`config.mk`:
```
export PLATFORM = sky130hd
export DESIGN_NAME = bcrb_bank
export DESIGN_NICKNAME = d
export VERILOG_FILES = /design/src/verilog/bcrb_pkg.sv /design/src/verilog/bcrb_bank.sv
export SDC_FILE = /design/constraint.sdc
export NUM_CORES = 1
export LEC_CHECK = 0
export ABC_AREA = 0
export BUFFER_PORTS_ARGS = -buffer_cell sky130_fd_sc_hd__buf_2
export CAP_MARGIN = 15
export CELL_PAD_IN_SITES_DETAIL_PLACEMENT = 2
export CELL_PAD_IN_SITES_GLOBAL_PLACEMENT = 2
export CORE_MARGIN = 8
export CORE_UTILIZATION = 30
export CTS_BUF_LIST = sky130_fd_sc_hd__clkbuf_8
export CTS_CLUSTER_DIAMETER = 150
export DETAILED_ROUTE_END_ITERATION = 6
export PLACE_DENSITY_LB_ADDON = 0.1
export SLEW_MARGIN = 20
export SYNTH_ARGS = -nofsm -noshare
export SYNTH_HDL_FRONTEND = slang
export SYNTH_SLANG_ARGS = --single-unit
```
`constraint.sdc`:
```
create_clock -name clk -period 1.6 [get_ports clk]
set_input_delay 0.32 -clock clk [delete_from_list [all_inputs] [get_ports clk]]
set_output_delay 0.32 -clock clk [all_outputs]
set_load 0.05 [all_outputs]
```
`src/verilog/bcrb_pkg.sv`:
```
// Package: address map, field layout and types for the board control register bank
`default_nettype none
package bcrb_pkg;
   // Board control window
   localparam logic [31:0] BCRB_WIN_BASE = 32'hffe00000;
   localparam logic [31:0] BCRB_WIN_LAST = 32'hffe7ffff;
   // Register byte addresses
   localparam logic [31:0] BCRB_ADDR_BOARD_IDENTIFIER   = 32'hffe00010;
   localparam logic [31:0] BCRB_ADDR_COMPAT     = 32'hffe00012;
   localparam logic [31:0] BCRB_ADDR_MEMCFG     = 32'hffe00014;
   localparam logic [31:0] BCRB_ADDR_FLASH_PAGE = 32'hffe00016;
   localparam logic [31:0] BCRB_ADDR_NVRAM_PAGE = 32'hffe00017;
   localparam logic [31:0] BCRB_ADDR_WDOG       = 32'hffe00018;
   localparam logic [31:0] BCRB_ADDR_IRQ_EN     = 32'hffe00019;
   localparam logic [31:0] BCRB_ADDR_CONTROL    = 32'hffe0001a;
   localparam logic [31:0] BCRB_ADDR_SWITCH     = 32'hffe0001b;
   localparam logic [31:0] BCRB_ADDR_EVENT      = 32'hffe0001c;
   localparam logic [31:0] BCRB_ADDR_REVISION   = 32'hffe0001e;
   // Memory configuration fields
   localparam int BCRB_MEMCFG_ECC_BIT  = 4;
   localparam int BCRB_MEMCFG_BOOT_BIT = 7;
   // Memory size codes
   localparam logic [1:0] BCRB_SZ_32MB  = 2'h0;
   localparam logic [1:0] BCRB_SZ_64MB  = 2'h1;
   localparam logic [1:0] BCRB_SZ_256MB = 2'h2;
   localparam logic [1:0] BCRB_SZ_128MB = 2'h3;
   // Reset values and miss answer
   localparam logic [7:0] BCRB_ZERO_BYTE  = 8'h00;
   localparam logic [3:0] BCRB_FLASH_MASK = 4'hf;
   localparam logic [1:0] BCRB_NVRAM_MASK = 2'h3;
   // Host bus request
   typedef struct packed {
      logic        valid;
      logic        write;
      logic        single_byte;
      logic [31:0] addr;
      logic [7:0]  wdata;
   } bcrb_req_type;
   // Board straps
   typedef struct packed {
      logic [1:0] mem_size_code;
      logic       ecc_enabled;
      logic       boot_select_jumper;
   } bcrb_strap_type;
endpackage
`default_nettype wire

```
`src/verilog/bcrb_bank.sv`:
```
// Board control register bank: byte-wide decoder and register file
//
// Contract
// [RULE_01] Host uses single-byte transfers; device decodes only the board control window.
// [RULE_02] Board identifier is a fixed read-only byte; writes change nothing.
// [RULE_03] Software compatibility level is a read-only factory byte.
// [RULE_04] Memory configuration bits 1:0 give installed memory size code.
// [RULE_05] Memory configuration bit 4 shows whether memory error correction is active.
// [RULE_06] Bit 7 shows boot jumper: zero fitted boot socket, one onboard flash.
// [RULE_07] Upper area writes must be single-byte; wider writes are not supported.
// [RULE_08] Reserved bits read zero; writes to read-only registers have no effect.
`default_nettype none
module bcrb_bank
   import bcrb_pkg::*;
#(
   parameter logic [7:0] BOARD_IDENTIFIER_VALUE  = 8'h5a, // Arbitrary identity value
   parameter logic [7:0] COMPAT_LEVEL    = 8'h00,
   parameter logic [7:0] HW_REVISION     = 8'h01  // Arbitrary revision value
) (
   // Clock and reset
   input  wire logic           clk,
   input  wire logic           rst_n,
   // Host byte bus
   input  wire bcrb_req_type   req,
   output logic                ack,
   output logic [7:0]          rdata,
   output logic                hit,
   // Board straps and inputs
   input  wire bcrb_strap_type strap,
   input  wire logic [7:0]     rotary_switch,
   // Register outputs to board logic
   output logic [3:0]          flash_page,
   output logic [1:0]          nvram_page,
   output logic [7:0]          watchdog_ctrl,
   output logic [7:0]          irq_enable,
   output logic [7:0]          board_ctrl,
   output logic [7:0]          event_flags
);

   logic       in_window;
   logic       acc_ok;
   logic       wr_ok;
   logic [7:0] rd_mux;
   logic [7:0] memcfg_byte;
   logic [3:0] flash_page_reg;
   logic [1:0] nvram_page_reg;
   logic [7:0] watchdog_reg;
   logic [7:0] irq_en_reg;
   logic [7:0] control_reg;
   logic [7:0] event_reg;
   logic [7:0] rdata_reg;
   logic       ack_reg;
   logic       hit_reg;

   // Window decode used by both read and write paths
   function automatic logic win_hit(input logic [31:0] a);
      win_hit = (a >= BCRB_WIN_BASE) && (a <= BCRB_WIN_LAST);
   endfunction

   // Only single-byte transfers inside the window are served
   assign in_window = win_hit(req.addr);                                  // [RULE_01]
   assign acc_ok    = req.valid && in_window && req.single_byte;          // [RULE_01]
   // Wider writes are dropped rather than split, keeping the bank simple
   assign wr_ok     = acc_ok && req.write;                                // [RULE_07]

   // Memory configuration built live from straps, reserved bits zero
   always_comb begin
      memcfg_byte                       = BCRB_ZERO_BYTE;                 // [RULE_08]
      memcfg_byte[1:0]                  = strap.mem_size_code;            // [RULE_04]
      memcfg_byte[BCRB_MEMCFG_ECC_BIT]  = strap.ecc_enabled;              // [RULE_05]
      memcfg_byte[BCRB_MEMCFG_BOOT_BIT] = strap.boot_select_jumper;       // [RULE_06]
   end

   // Read multiplexer; unmapped addresses read zero
   always_comb begin
      unique case (req.addr)
         BCRB_ADDR_BOARD_IDENTIFIER:   rd_mux = BOARD_IDENTIFIER_VALUE;                   // [RULE_02]
         BCRB_ADDR_COMPAT:     rd_mux = COMPAT_LEVEL;                     // [RULE_03]
         BCRB_ADDR_MEMCFG:     rd_mux = memcfg_byte;
         BCRB_ADDR_FLASH_PAGE: rd_mux = {4'h0, flash_page_reg};           // [RULE_08]
         BCRB_ADDR_NVRAM_PAGE: rd_mux = {6'h00, nvram_page_reg};          // [RULE_08]
         BCRB_ADDR_WDOG:       rd_mux = watchdog_reg;
         BCRB_ADDR_IRQ_EN:     rd_mux = irq_en_reg;
         BCRB_ADDR_CONTROL:    rd_mux = control_reg;
         BCRB_ADDR_SWITCH:     rd_mux = rotary_switch;
         BCRB_ADDR_EVENT:      rd_mux = event_reg;
         BCRB_ADDR_REVISION:   rd_mux = HW_REVISION;
         default:              rd_mux = BCRB_ZERO_BYTE;
      endcase
   end

   // Writable registers; read-only addresses fall through untouched
   always_ff @(posedge clk or negedge rst_n) begin
      if (!rst_n) begin
         flash_page_reg <= BCRB_FLASH_MASK & 4'h0;
         nvram_page_reg <= BCRB_NVRAM_MASK & 2'h0;
         watchdog_reg   <= BCRB_ZERO_BYTE;
         irq_en_reg     <= BCRB_ZERO_BYTE;
         control_reg    <= BCRB_ZERO_BYTE;
         event_reg      <= BCRB_ZERO_BYTE;
      end else if (wr_ok) begin
         unique case (req.addr)
            BCRB_ADDR_FLASH_PAGE: flash_page_reg <= req.wdata[3:0] & BCRB_FLASH_MASK;
            BCRB_ADDR_NVRAM_PAGE: nvram_page_reg <= req.wdata[1:0] & BCRB_NVRAM_MASK;
            BCRB_ADDR_WDOG:       watchdog_reg   <= req.wdata;
            BCRB_ADDR_IRQ_EN:     irq_en_reg     <= req.wdata;
            BCRB_ADDR_CONTROL:    control_reg    <= req.wdata;
            BCRB_ADDR_EVENT:      event_reg      <= req.wdata;
            default:              ;                                       // [RULE_08]
         endcase
      end
   end

   // Bus answer: one cycle after each request
   always_ff @(posedge clk or negedge rst_n) begin
      if (!rst_n) begin
         ack_reg   <= 1'b0;
         hit_reg   <= 1'b0;
         rdata_reg <= BCRB_ZERO_BYTE;
      end else begin
         ack_reg   <= req.valid;
         hit_reg   <= acc_ok;
         rdata_reg <= (acc_ok && !req.write) ? rd_mux : BCRB_ZERO_BYTE;   // [RULE_01]
      end
   end

   assign ack           = ack_reg;
   assign hit           = hit_reg;
   assign rdata         = rdata_reg;
   assign flash_page    = flash_page_reg;
   assign nvram_page    = nvram_page_reg;
   assign watchdog_ctrl = watchdog_reg;
   assign irq_enable    = irq_en_reg;
   assign board_ctrl    = control_reg;
   assign event_flags   = event_reg;
endmodule
`default_nettype wire

```
# Word level (Yosys, flattened, before mapping)
# Index checks and enable logic that the tools add are counted.
[classes]
magnitude_cmp = 2
eq_ne = 10
mux = 2
reduce_logical = 12
[op_table]
columns = ["op", "n"]
rows = [
  ["$eq A32 B32 Y1 const B", 10],
  ["$pmux W8 S10", 1],
  ["$ge A32 B32 Y1 const B", 1],
  ["$le A32 B32 Y1 const B", 1],
  ["$reduce_and A2 Y1", 6],
  ["$mux W8", 1],
  ["$logic_and A1 B1 Y1", 5],
  ["$logic_not A1 Y1", 1],
]
[word_totals]
regBits = 48
out_inout_bits = 48
wordCells = 35

# Depth between registers and ports, before layout
# Gate-level depths: netlist of the first run.
[logic_depth]
depth_word = 6
mapped_depth = 6
ltp_nobuf = 4

# Worst setup path after synthesis of the first run
# OpenSTA, ideal clock, no wires.
[synth_path]
path_kind = "input to register"
startpoint = "input port req[28] (netlist bit)"
endpoint = "register watchdog_reg[0], in the netlist watchdog_ctrl[0]"
setup_ns = 0.125
t_arrival_ns = 1.983
required_ns = 1.475
slack_ns = -0.508
cell_stages = 5
path_buffers = 1
cell_sequence = "nand4bb_1 or4_1 buf_4 nor4_4 mux2_2"
[synth_between]
elab_chain_cells = 6
[synth_rtl]
columns = ["item", "line", "rtl"]
rows = [
  ["from (decl)", "bcrb_bank.sv:24", "input wire bcrb_req_type req,"],
  ["$ge A32 B32 Y1 / $le A32 B32 Y1 (equally long branches)", "bcrb_bank.sv:57", "win_hit = (a >= BCRB_WIN_BASE) && (a <= BCRB_WIN_LAST);"],
  ["$logic_and A1 B1 Y1", "bcrb_bank.sv:57", ""],
  ["$logic_and A1 B1 Y1 (2 in series)", "bcrb_bank.sv:62", "assign acc_ok = req.valid && in_window && req.single_byte;"],
  ["$logic_and A1 B1 Y1", "bcrb_bank.sv:64", "assign wr_ok = acc_ok && req.write;"],
  ["$reduce_and A2 Y1 (no line) *", "--", ""],
  ["to (signal assigned)", "bcrb_bank.sv:105", "BCRB_ADDR_WDOG: watchdog_reg <= req.wdata;"],
  ["to (decl)", "bcrb_bank.sv:47", "logic [7:0] watchdog_reg;"],
]
# Every way passes the cells marked *; elsewhere a longest branch is shown, timed or not.
# A chain may end at the register's enable or synchronous reset.

# Final worst setup path of the first run
[layout_path]
startpoint = "input port req[27] (netlist bit)"
endpoint = "register event_reg[0], in the netlist event_flags[0]"
[layout_between]
elab_chain_cells = 6
[layout_rtl]
columns = ["item", "line", "rtl"]
rows = [
  ["$ge A32 B32 Y1 / $le A32 B32 Y1 (equally long branches)", "bcrb_bank.sv:57", ""],
  ["$logic_and A1 B1 Y1", "bcrb_bank.sv:57", ""],
  ["$logic_and A1 B1 Y1 (2 in series)", "bcrb_bank.sv:62", ""],
  ["$logic_and A1 B1 Y1", "bcrb_bank.sv:64", ""],
  ["$reduce_and A2 Y1 (no line) *", "--", ""],
  ["to (signal assigned)", "bcrb_bank.sv:108", "BCRB_ADDR_EVENT: event_reg <= req.wdata;"],
  ["to (decl)", "bcrb_bank.sv:50", "logic [7:0] event_reg;"],
]
# Marks and branches as above.

==> metrics.yaml, run 1 <==
power_and_ir_drop:
  p_per_area_mw_per_mm2: 651
  power_uw: 2550
  vdd_drop_max_mv: 0.478
  leakagePower_uw: 0.00200
job:
  drv_cap: 0
grt:
  grt_start_max_net_pins: 33
  grt_pass1_wl_um: 16200
  grtUsageMet2_pct: 31.4
  busiest_layer: "met2"
  globalRouteMet3Util_pct: 4.11
  overflow: 0
  grt_pass1_vias: 2774
  antenna_found_initial: 0
  met1_usage_pct: 22.0
  grt_usage_pct: 18.1
critical_path:
  reg2reg_depth: 4
  critPathMaxStageDelay_ns: 0.42
  cp_num_buf_inv: 3
  start_kind: "input port"
  worstPathMaxFanout: 7
  crit_slowest_cell: "or4_4"
  arrival_ns: 2.01
  crit_path_frequent_cell: "buf_6"
  critPathTopFamily: "simple AND/OR/NAND/NOR gates"
  path_cells: "buf_6, nand4bb_1, or4_4, buf_6, nor4_4, buf_6, mux2_4"
  crit_cells: 7
  required_ns: 1.79
  cp-end-kind: "flip-flop"
  critical_path_class: "input port to flip-flop"
clocking:
  clock_path_buffers: 2
  cts_max_level: 2
  cts_root_buf: "clkbuf_8"
  path_clk_slew_ns: 0.09
  cts_num_sinks: 48
  cts_buffers: 5
  clk_latency_ns: 0.30
  cts_tree: "done"
die:
  io_pins: 105
  start_util_pct: 30.5
  dieHeight_um: 106
  rows: 33
  dieArea_mm2: 0.0113
  core_area_mm2: 0.00805
  die_x_um: 106
route:
  post_drt_via_cell_ratio: 5.15
  drt_iter0_drc: 52
  wl_per_cell_um: 22.5
  drt_pass1_iterations: 4
  drt_wl_total_um: 10300
  drc: 0
  ant_nets: 0
  num_vias: 2360
timing:
  fin_crit_ns: 1.82
  tightest_slew_ns: 0.444
  drv_slew: 0
  hold_viol_final: 0
  rsz0062_at_grt: "true"
  clock_skew_ns: 0.00434
  setup_viol: 46
  setup_slack_ns: -0.219
  holdWs_ns: 0.227
  worst_slew_margin_rel_pct: 70.4
  clock.fmax_mhz: 550
  finalCritPeriodShare_pct: 114
cells_and_area:
  area_growth_pct: 59.8
  multi_input_area_mm2: 0.00141
  seq_area_mm2: 0.00120
  final.fill_count: 836
  antenna_cells: 0
  fin_area_mm2: 0.00392
  drive_above_1_share_pct: 65.2
  num-nets-final: 409
  final_util_pct: 48.7
yosys:
  syn-instance-count: 201
  synth_top_cell_area_share_pct: 49.0
  synth_area_leaders: "dfrtp_1, mux2_2, nor4_4"
  yosysSeqAreaShare_pct: 49.0
  synth-seq-cells: 48
  synth.most_common_cell: "dfrtp_1"
  async_reset_ff_share_pct: 100
  synth_ff_type: "dfrtp_1"
  avgSynthCellArea_um2: 12.2
  yosysTopAreaCell: "dfrtp_1"
  syn_nets: 258
  synth_area_mm2: 0.00245
  synth_commonest_cells: "dfrtp_1, mux2_2, nand2_1, nand3_1"
  ys_warn_count: 0
  synth_enable_flop_cells: 0
  synthDistinctLibCells: 43
placed_design:
  io_buffers: 104
  dpl-instance-area_mm2: 0.00347
  gp_congestion: 0.761
  hpwl_um: 7520
outcome:
  violations: "setup timing"
  run_status: "complete, but fails checks"
worst_hold_path:
  min_path_type: "input port to flip-flop"
  hold_path_depth: 2
[where the power goes]
group          switching [uW]  leakage [uW]  internal, uW  total [uW]
Combinational             185       0.00126           173         357
Sequential              0.253      0.000669          1210        1210
Clock                     427     0.0000645           552         979
Total                     612       0.00200          1940        2550
[stage by stage]
| step | setup WS (ns) | setup TNS [ns] | instances |
|---|---|---|---|
| 2_1_floorplan | -0.501 | -20.96 | 201 |
| 6_report | -0.219 | -6.52 | 458 |
| 5_1_grt | -0.231 | -8.11 | 458 |
| 3_3_place_gp | -0.653 | -27.25 | 448 |
| 3_5_place_dp | -0.696 | -28.95 | 448 |
| 4_1_cts | -0.225 | -6.94 | 458 |
[final cells by class]
type / instances / area share (%)
Timing Repair Buffer: 156 / 26.2
Tap cell: 105 / 3.35
Inverter: 5 / 0.479
Clock buffer: 7 / 2.46
Clock inverter: 1 / 0.766
Multi-Input combinational cell: 136 / 36.1
Sequential cell: 48 / 30.6
[layout by cell type, fill, tap and decap left out, types with 5 or more instances in the layout]
master and instances:
clkbuf_8 7, buf_2 95, inv_1 5, mux2_4 32, nor4_4 7, mux2i_1 7
o21ai_0 7, nand3_1 7, buf_6 18, nand2_1 10, nor2b_1 6, dfrtp_1 48
buf_4 40, mux2_2 13
[final timing paths]
check | start | endpoint | slack [ns]
min reg2reg | event_flags[7]$_DFFE_PN0P_ | event_flags[7]$_DFFE_PN0P_ | 0.55
max in group asynchronous | rst_n | watchdog_ctrl[4]$_DFFE_PN0P_ | 0.56
min in group asynchronous | rst_n | rdata[0]$_DFF_PN0_ | 0.51
min | req[42] | ack$_DFF_PN0_ | 0.23
max | req[27] | event_flags[0]$_DFFE_PN0P_ | -0.22
max reg2reg | board_ctrl[3]$_DFFE_PN0P_ | rdata[3]$_DFF_PN0_ | 0.19
[per-layer routing]
metal  share of wire [%]  routed length (um)
met5                   0                   0
met2                  49                5060
met4                 2.0                 204
met3                 5.8                 595
met1                  43                4440
[cell families (layout without fill, tap and decap cells)]
logic type	count (synthesis)	in the layout	share of synthesized area, %
simple gates	56	56	16.0
compound gates	28	28	8.62
flops	48	48	49.0
buf+inv	17	169	2.86
mux	52	52	23.5
[timing repair]
action | 4_1_cts | 5_1_grt
endpoints found under the setup margin | 46 | 46
hold endpoints to repair | 16 | 0
resized for setup | 57 | 9
pin swaps | 8 | 5
gates cloned | 0 | 0
hold buffers | 1 | 0
buffers inserted | 1 | 1
Note: power is estimated with default switching activity, not from simulation.
==> inputs of run 2 (changes only) <==
--- a/config.mk
+++ b/config.mk
@@ -7,7 +7,7 @@
 export LEC_CHECK = 0
 export ABC_AREA = 0
 export BUFFER_PORTS_ARGS = -buffer_cell sky130_fd_sc_hd__buf_2
-export CAP_MARGIN = 15
+export CAP_MARGIN = 20
 export CELL_PAD_IN_SITES_DETAIL_PLACEMENT = 2
 export CELL_PAD_IN_SITES_GLOBAL_PLACEMENT = 2
 export CORE_MARGIN = 8
@@ -15,7 +15,7 @@
 export CTS_BUF_LIST = sky130_fd_sc_hd__clkbuf_8
 export CTS_CLUSTER_DIAMETER = 150
 export DETAILED_ROUTE_END_ITERATION = 6
-export PLACE_DENSITY_LB_ADDON = 0.1
+export PLACE_DENSITY = 0.81
 export SLEW_MARGIN = 20
 export SYNTH_ARGS = -nofsm -noshare
 export SYNTH_HDL_FRONTEND = slang
==> run 2 against run 1 <==
Compared with the run above: the run still ends with setup timing left; combinational power decreased by 2%; critical path depth did not move; die area did not move; sequential share of layout area rose by 0.42 points; largest cell class unchanged; worst setup slack worse by 0.041 ns; clock skew is 0.010 ns higher; final cell count fell by 0.22%; final area fell by 1.3%; clock power down 20%.
==> metrics.yaml, run 2 (synthesis gave the netlist of run 1 again) <==
cells_and_area:
  multi_input_area_mm2: 0.00139
  final_cell_mix: "buf_2, dfrtp_1, buf_4, mux2_4, buf_6"
  final.fill_count: 823
  fin_area_mm2: 0.00387
  drive_above_1_share_pct: 64.5
  num-nets-final: 408
  area_growth_pct: 57.7
  antenna_cells: 0
  seq_area_mm2: 0.00120
  layout_commonest_cell: "buf_2"
critical_path:
  cp-end-kind: "flip-flop"
  required_ns: 1.80
  reg2reg_slack_ns: 0.07
  arrival_ns: 2.06
  critical_path_class: "input port to flip-flop"
  start_kind: "input port"
  worstPathMaxFanout: 7
route:
  num_vias: 2379
  drc: 0
  ant_nets: 0
  wl_per_cell_um: 24.6
  drt_iter0_drc: 69
  drt_pass1_iterations: 4
  drt_wl_total_um: 11300
  post_drt_via_cell_ratio: 5.21
clocking:
  clock_path_buffers: 2
  cts_max_level: 2
  path_clk_slew_ns: 0.09
  cts_buffers: 5
  cts_num_sinks: 48
  clk_latency_ns: 0.32
  cts_tree: "done"
  cts_root_buf: "clkbuf_8"
die:
  die_x_um: 106
  start_util_pct: 30.5
  rows: 33
  dieHeight_um: 106
  io_pins: 105
  core_area_mm2: 0.00805
  dieArea_mm2: 0.0113
grt:
  grt_pass1_wl_um: 16900
  overflow: 0
  grt_pass1_vias: 2766
  grt_usage_pct: 19.5
  antenna_found_initial: 0
  grt_start_max_net_pins: 49
timing:
  tightest_slew_ns: 0.456
  setup_viol: 46
  hold_viol_final: 0
  clock_skew_ns: 0.0144
  rsz0062_at_grt: "true"
  setup_slack_ns: -0.260
  worst_slew_margin_rel_pct: 69.6
  fin_crit_ns: 1.86
  drv_slew: 0
  clock.fmax_mhz: 538
  finalCritPeriodShare_pct: 116
worst_hold_path:
  min_path_type: "input port to flip-flop"
placed_design:
  gp_congestion: 0.857
  hpwl_um: 7760
  dpl-instance-area_mm2: 0.00345
  pre_cts_ws_ns: -0.805
  io_buffers: 104
power_and_ir_drop:
  vdd_drop_max_mv: 0.308
  leakagePower_uw: 0.00201
  power_uw: 2350
  p_per_area_mw_per_mm2: 607
outcome:
  run_status: "complete, but fails checks"
  violations: "setup timing"
job:
  drv_cap: 0
## run 2: per-stage QoR
step	TNS (ns)	std cells	util [%]	hold slack, ns
floorplan	-20.96	201	-	0.0244
global placement	-28.65	444	42.9	0.329
detailed placement	-31.05	444	42.9	0.332
CTS	-8.09	456	47.5	0.211
global route	-11.64	457	48.0	0.205
finish	-8.57	457	48.0	0.209
## run 2: critical path: stages
cell	delay, ns
buf_6	0.07
nand4_1	0.09
or4_4	0.63
nor4_4	0.33
buf_6	0.18
buf_6	0.13
mux2_4	0.31
## run 2: cell type report
type                            instances  area share, %
Clock inverter                          2          0.291
Tap cell                              105           3.40
Inverter                                5          0.485
Sequential cell                        48           31.1
Multi-Input combinational cell        136           36.0
Timing Repair Buffer                  155           26.7
Clock buffer                            6           2.14
## run 2: per-layer routing
metal,vias up,global-route usage (%),wire length (um)
met2,101,33.9,5650
met5,-,0,0
met3,18,5.26,684
met4,0,6.93,286
met1,1206,22.5,4640
li1,1054,-,-
## run 2: repair_timing
item                                    CTS  global route
gates resized for setup                  55            11
pin swaps                                 6             6
endpoints found under the setup margin   46            46
buffers inserted                          3             3
hold buffers                              1             0
hold endpoints to repair                 14             0
## run 2: power by group
part	leakage (uW)	switching, uW	internal [uW]
clock	0.0000486	437	346
combinational	0.00129	186	164
sequential	0.000669	0.216	1210
## run 2: path summary, 6_finish.rpt
check,end,from,cells after the start
setup / recovery,board_ctrl[0]$_DFFE_PN0P_,req[40],7
hold / removal,ack$_DFF_PN0_,req[42],2
setup reg to reg,rdata[4]$_DFF_PN0_,board_ctrl[4]$_DFFE_PN0P_,4
hold reg to reg,watchdog_ctrl[5]$_DFFE_PN0P_,watchdog_ctrl[5]$_DFFE_PN0P_,1
max in group asynchronous,watchdog_ctrl[0]$_DFFE_PN0P_,rst_n,3
min in group asynchronous,rdata[5]$_DFF_PN0_,rst_n,3
==> inputs of run 3 (changes only) <==
--- a/config.mk
+++ b/config.mk
@@ -15,7 +15,9 @@
 export CTS_BUF_LIST = sky130_fd_sc_hd__clkbuf_8
 export CTS_CLUSTER_DIAMETER = 150
 export DETAILED_ROUTE_END_ITERATION = 6
+export GPL_ROUTABILITY_DRIVEN = 0
 export PLACE_DENSITY = 0.81
+export SETUP_SLACK_MARGIN = 0.5
 export SLEW_MARGIN = 20
 export SYNTH_ARGS = -nofsm -noshare
 export SYNTH_HDL_FRONTEND = slang
==> run 3 against run 2 <==
Compared with the run above: the run still ends with setup timing left; final cell count grew 5.9%; clock-buffer cell count unchanged; die area is the same; sequential cell count stayed put.
==> metrics.yaml, run 3 (synthesis gave the netlist of run 1 again) <==
cells_and_area:
  antenna_cells: 0
  area_growth_pct: 80.2
  final_cell_mix: "buf_6, buf_4, buf_2, dfrtp_1, mux2_4"
  final.fill_count: 794
  drive_above_1_share_pct: 67.0
  layout_commonest_cell: "buf_6"
  layoutNonFillerInstCount: 484
  num-nets-final: 435
timing:
  setup_viol: 46
  clock.fmax_mhz: 516
  setup_slack_ns: -0.338
  tightest_slew_ns: 0.557
  worst_slew_margin_rel_pct: 62.4
  fin_crit_ns: 1.94
  rsz0062_at_grt: "true"
  hold_viol_final: 0
  clock_skew_ns: 0.0182
  finalCritPeriodShare_pct: 121
  drv_slew: 0
placed_design:
  io_buffers: 104
  dp_cells: 444
  pre_cts_ws_ns: -0.805
  hpwl_um: 7760
die:
  io_pins: 105
  die_x_um: 106
  dieHeight_um: 106
  core_area_mm2: 0.00805
  dieArea_mm2: 0.0113
  start_util_pct: 30.5
  rows: 33
clocking:
  cts_tree: "done"
  clock_path_buffers: 2
  cts_buffers: 5
  path_clk_slew_ns: 0.10
  cts_root_buf: "clkbuf_8"
  clk_latency_ns: 0.32
  cts_num_sinks: 48
  cts_max_level: 2
grt:
  grt_start_max_net_pins: 49
  grt_pass1_vias: 2994
  antenna_found_initial: 0
  grt_usage_pct: 23.0
  grt_pass1_wl_um: 19700
  overflow: 0
critical_path:
  crit_slowest_cell: "nor4b_1"
  path_cells: "buf_2, nor4b_1, nand4_1, buf_6, buf_12, nor4_4, buf_6, buf_6, mux2_4"
  critPathMaxStageDelay_ns: 0.38
  start_kind: "input port"
  arrival_ns: 2.14
  crit_path_frequent_cell: "buf_6"
  critical_path_class: "input port to flip-flop"
  reg2reg_slack_ns: 0.04
  worstPathMaxFanout: 4
  cp-end-kind: "flip-flop"
  required_ns: 1.80
power_and_ir_drop:
  leakagePower_uw: 0.00219
  power_uw: 2410
  p_per_area_mw_per_mm2: 545
  vdd_drop_max_mv: 0.347
route:
  drc: 0
  drt_pass1_iterations: 4
  drt_wl_total_um: 14400
  ant_nets: 0
  num_vias: 2616
  wl_per_cell_um: 29.8
  drt_iter0_drc: 145
  post_drt_via_cell_ratio: 5.40
job:
  drv_cap: 0
outcome:
  run_status: "complete, but fails checks"
  violations: "setup timing"
worst_hold_path:
  min_path_type: "input port to flip-flop"
-- run 3: critical path: cells and delay by family --
kind | cells | cell delay, ns
buffers and inverters | 5 | 0.75
multiplexers | 1 | 0.31
AND/OR/NAND/NOR | 3 | 0.75
-- run 3: report_power, final --
| part | switching, uW | internal (uW) | total [uW] |
|---|---|---|---|
| Clock | 470 | 347 | 817 |
| Sequential | 0.520 | 1210 | 1210 |
| Combinational | 210 | 166 | 377 |
| Total | 681 | 1730 | 2410 |
-- run 3: layer usage --
layer  vias to the layer above  GRT usage, %  wire, um
met2                       120          41.0      7690
met5                         -             0         0
met1                      1362          26.5      5530
met3                        23          6.05       901
li1                       1111             -         -
met4                         0          6.13       282
-- run 3: path summary, 6_finish.rpt --
| path | endpoint | from | cells after the start |
|---|---|---|---|
| setup / recovery | board_ctrl[0]$_DFFE_PN0P_ | req[23] | 9 |
| hold / removal | ack$_DFF_PN0_ | req[42] | 2 |
| setup reg to reg | rdata[0]$_DFF_PN0_ | irq_enable[0]$_DFFE_PN0P_ | 4 |
| hold reg to reg | watchdog_ctrl[2]$_DFFE_PN0P_ | watchdog_ctrl[2]$_DFFE_PN0P_ | 1 |
| max in group asynchronous | irq_enable[3]$_DFFE_PN0P_ | rst_n | 3 |
| min in group asynchronous | board_ctrl[5]$_DFFE_PN0P_ | rst_n | 3 |
-- run 3: metrics by stage --
step | cell area (um2) | TNS (ns) | hold slack, ns | utilization (%)
final | 4420 | -11.70 | 0.235 | 54.9
after floorplan | 2470 | -20.96 | 0.0244 | -
after detailed placement | 3450 | -31.05 | 0.332 | 42.9
after CTS | 4320 | -8.09 | 0.211 | 53.6
after global routing | 4420 | -13.83 | 0.226 | 54.9
after global placement | 3450 | -28.65 | 0.329 | 42.9
-- run 3: what timing repair did --
item                       in CTS  in global routing
pin swaps                       6                  4
setup endpoints to repair      95                 94
buffers inserted               28                  3
hold endpoints to repair       14                  0
hold buffers                    1                  0
gates resized for setup       151                 15
cloned                          0                  0
-- run 3: cell type report --
cell class                      count  area, um2  area share (%)
Clock inverter                      2       11.3           0.255
Sequential cell                    48       1200            27.2
Inverter                            5       18.8           0.425
Clock buffer                        6       82.6            1.87
Multi-Input combinational cell    136       1410            31.9
Timing Repair Buffer              182       1560            35.4
Tap cell                          105        131            2.97
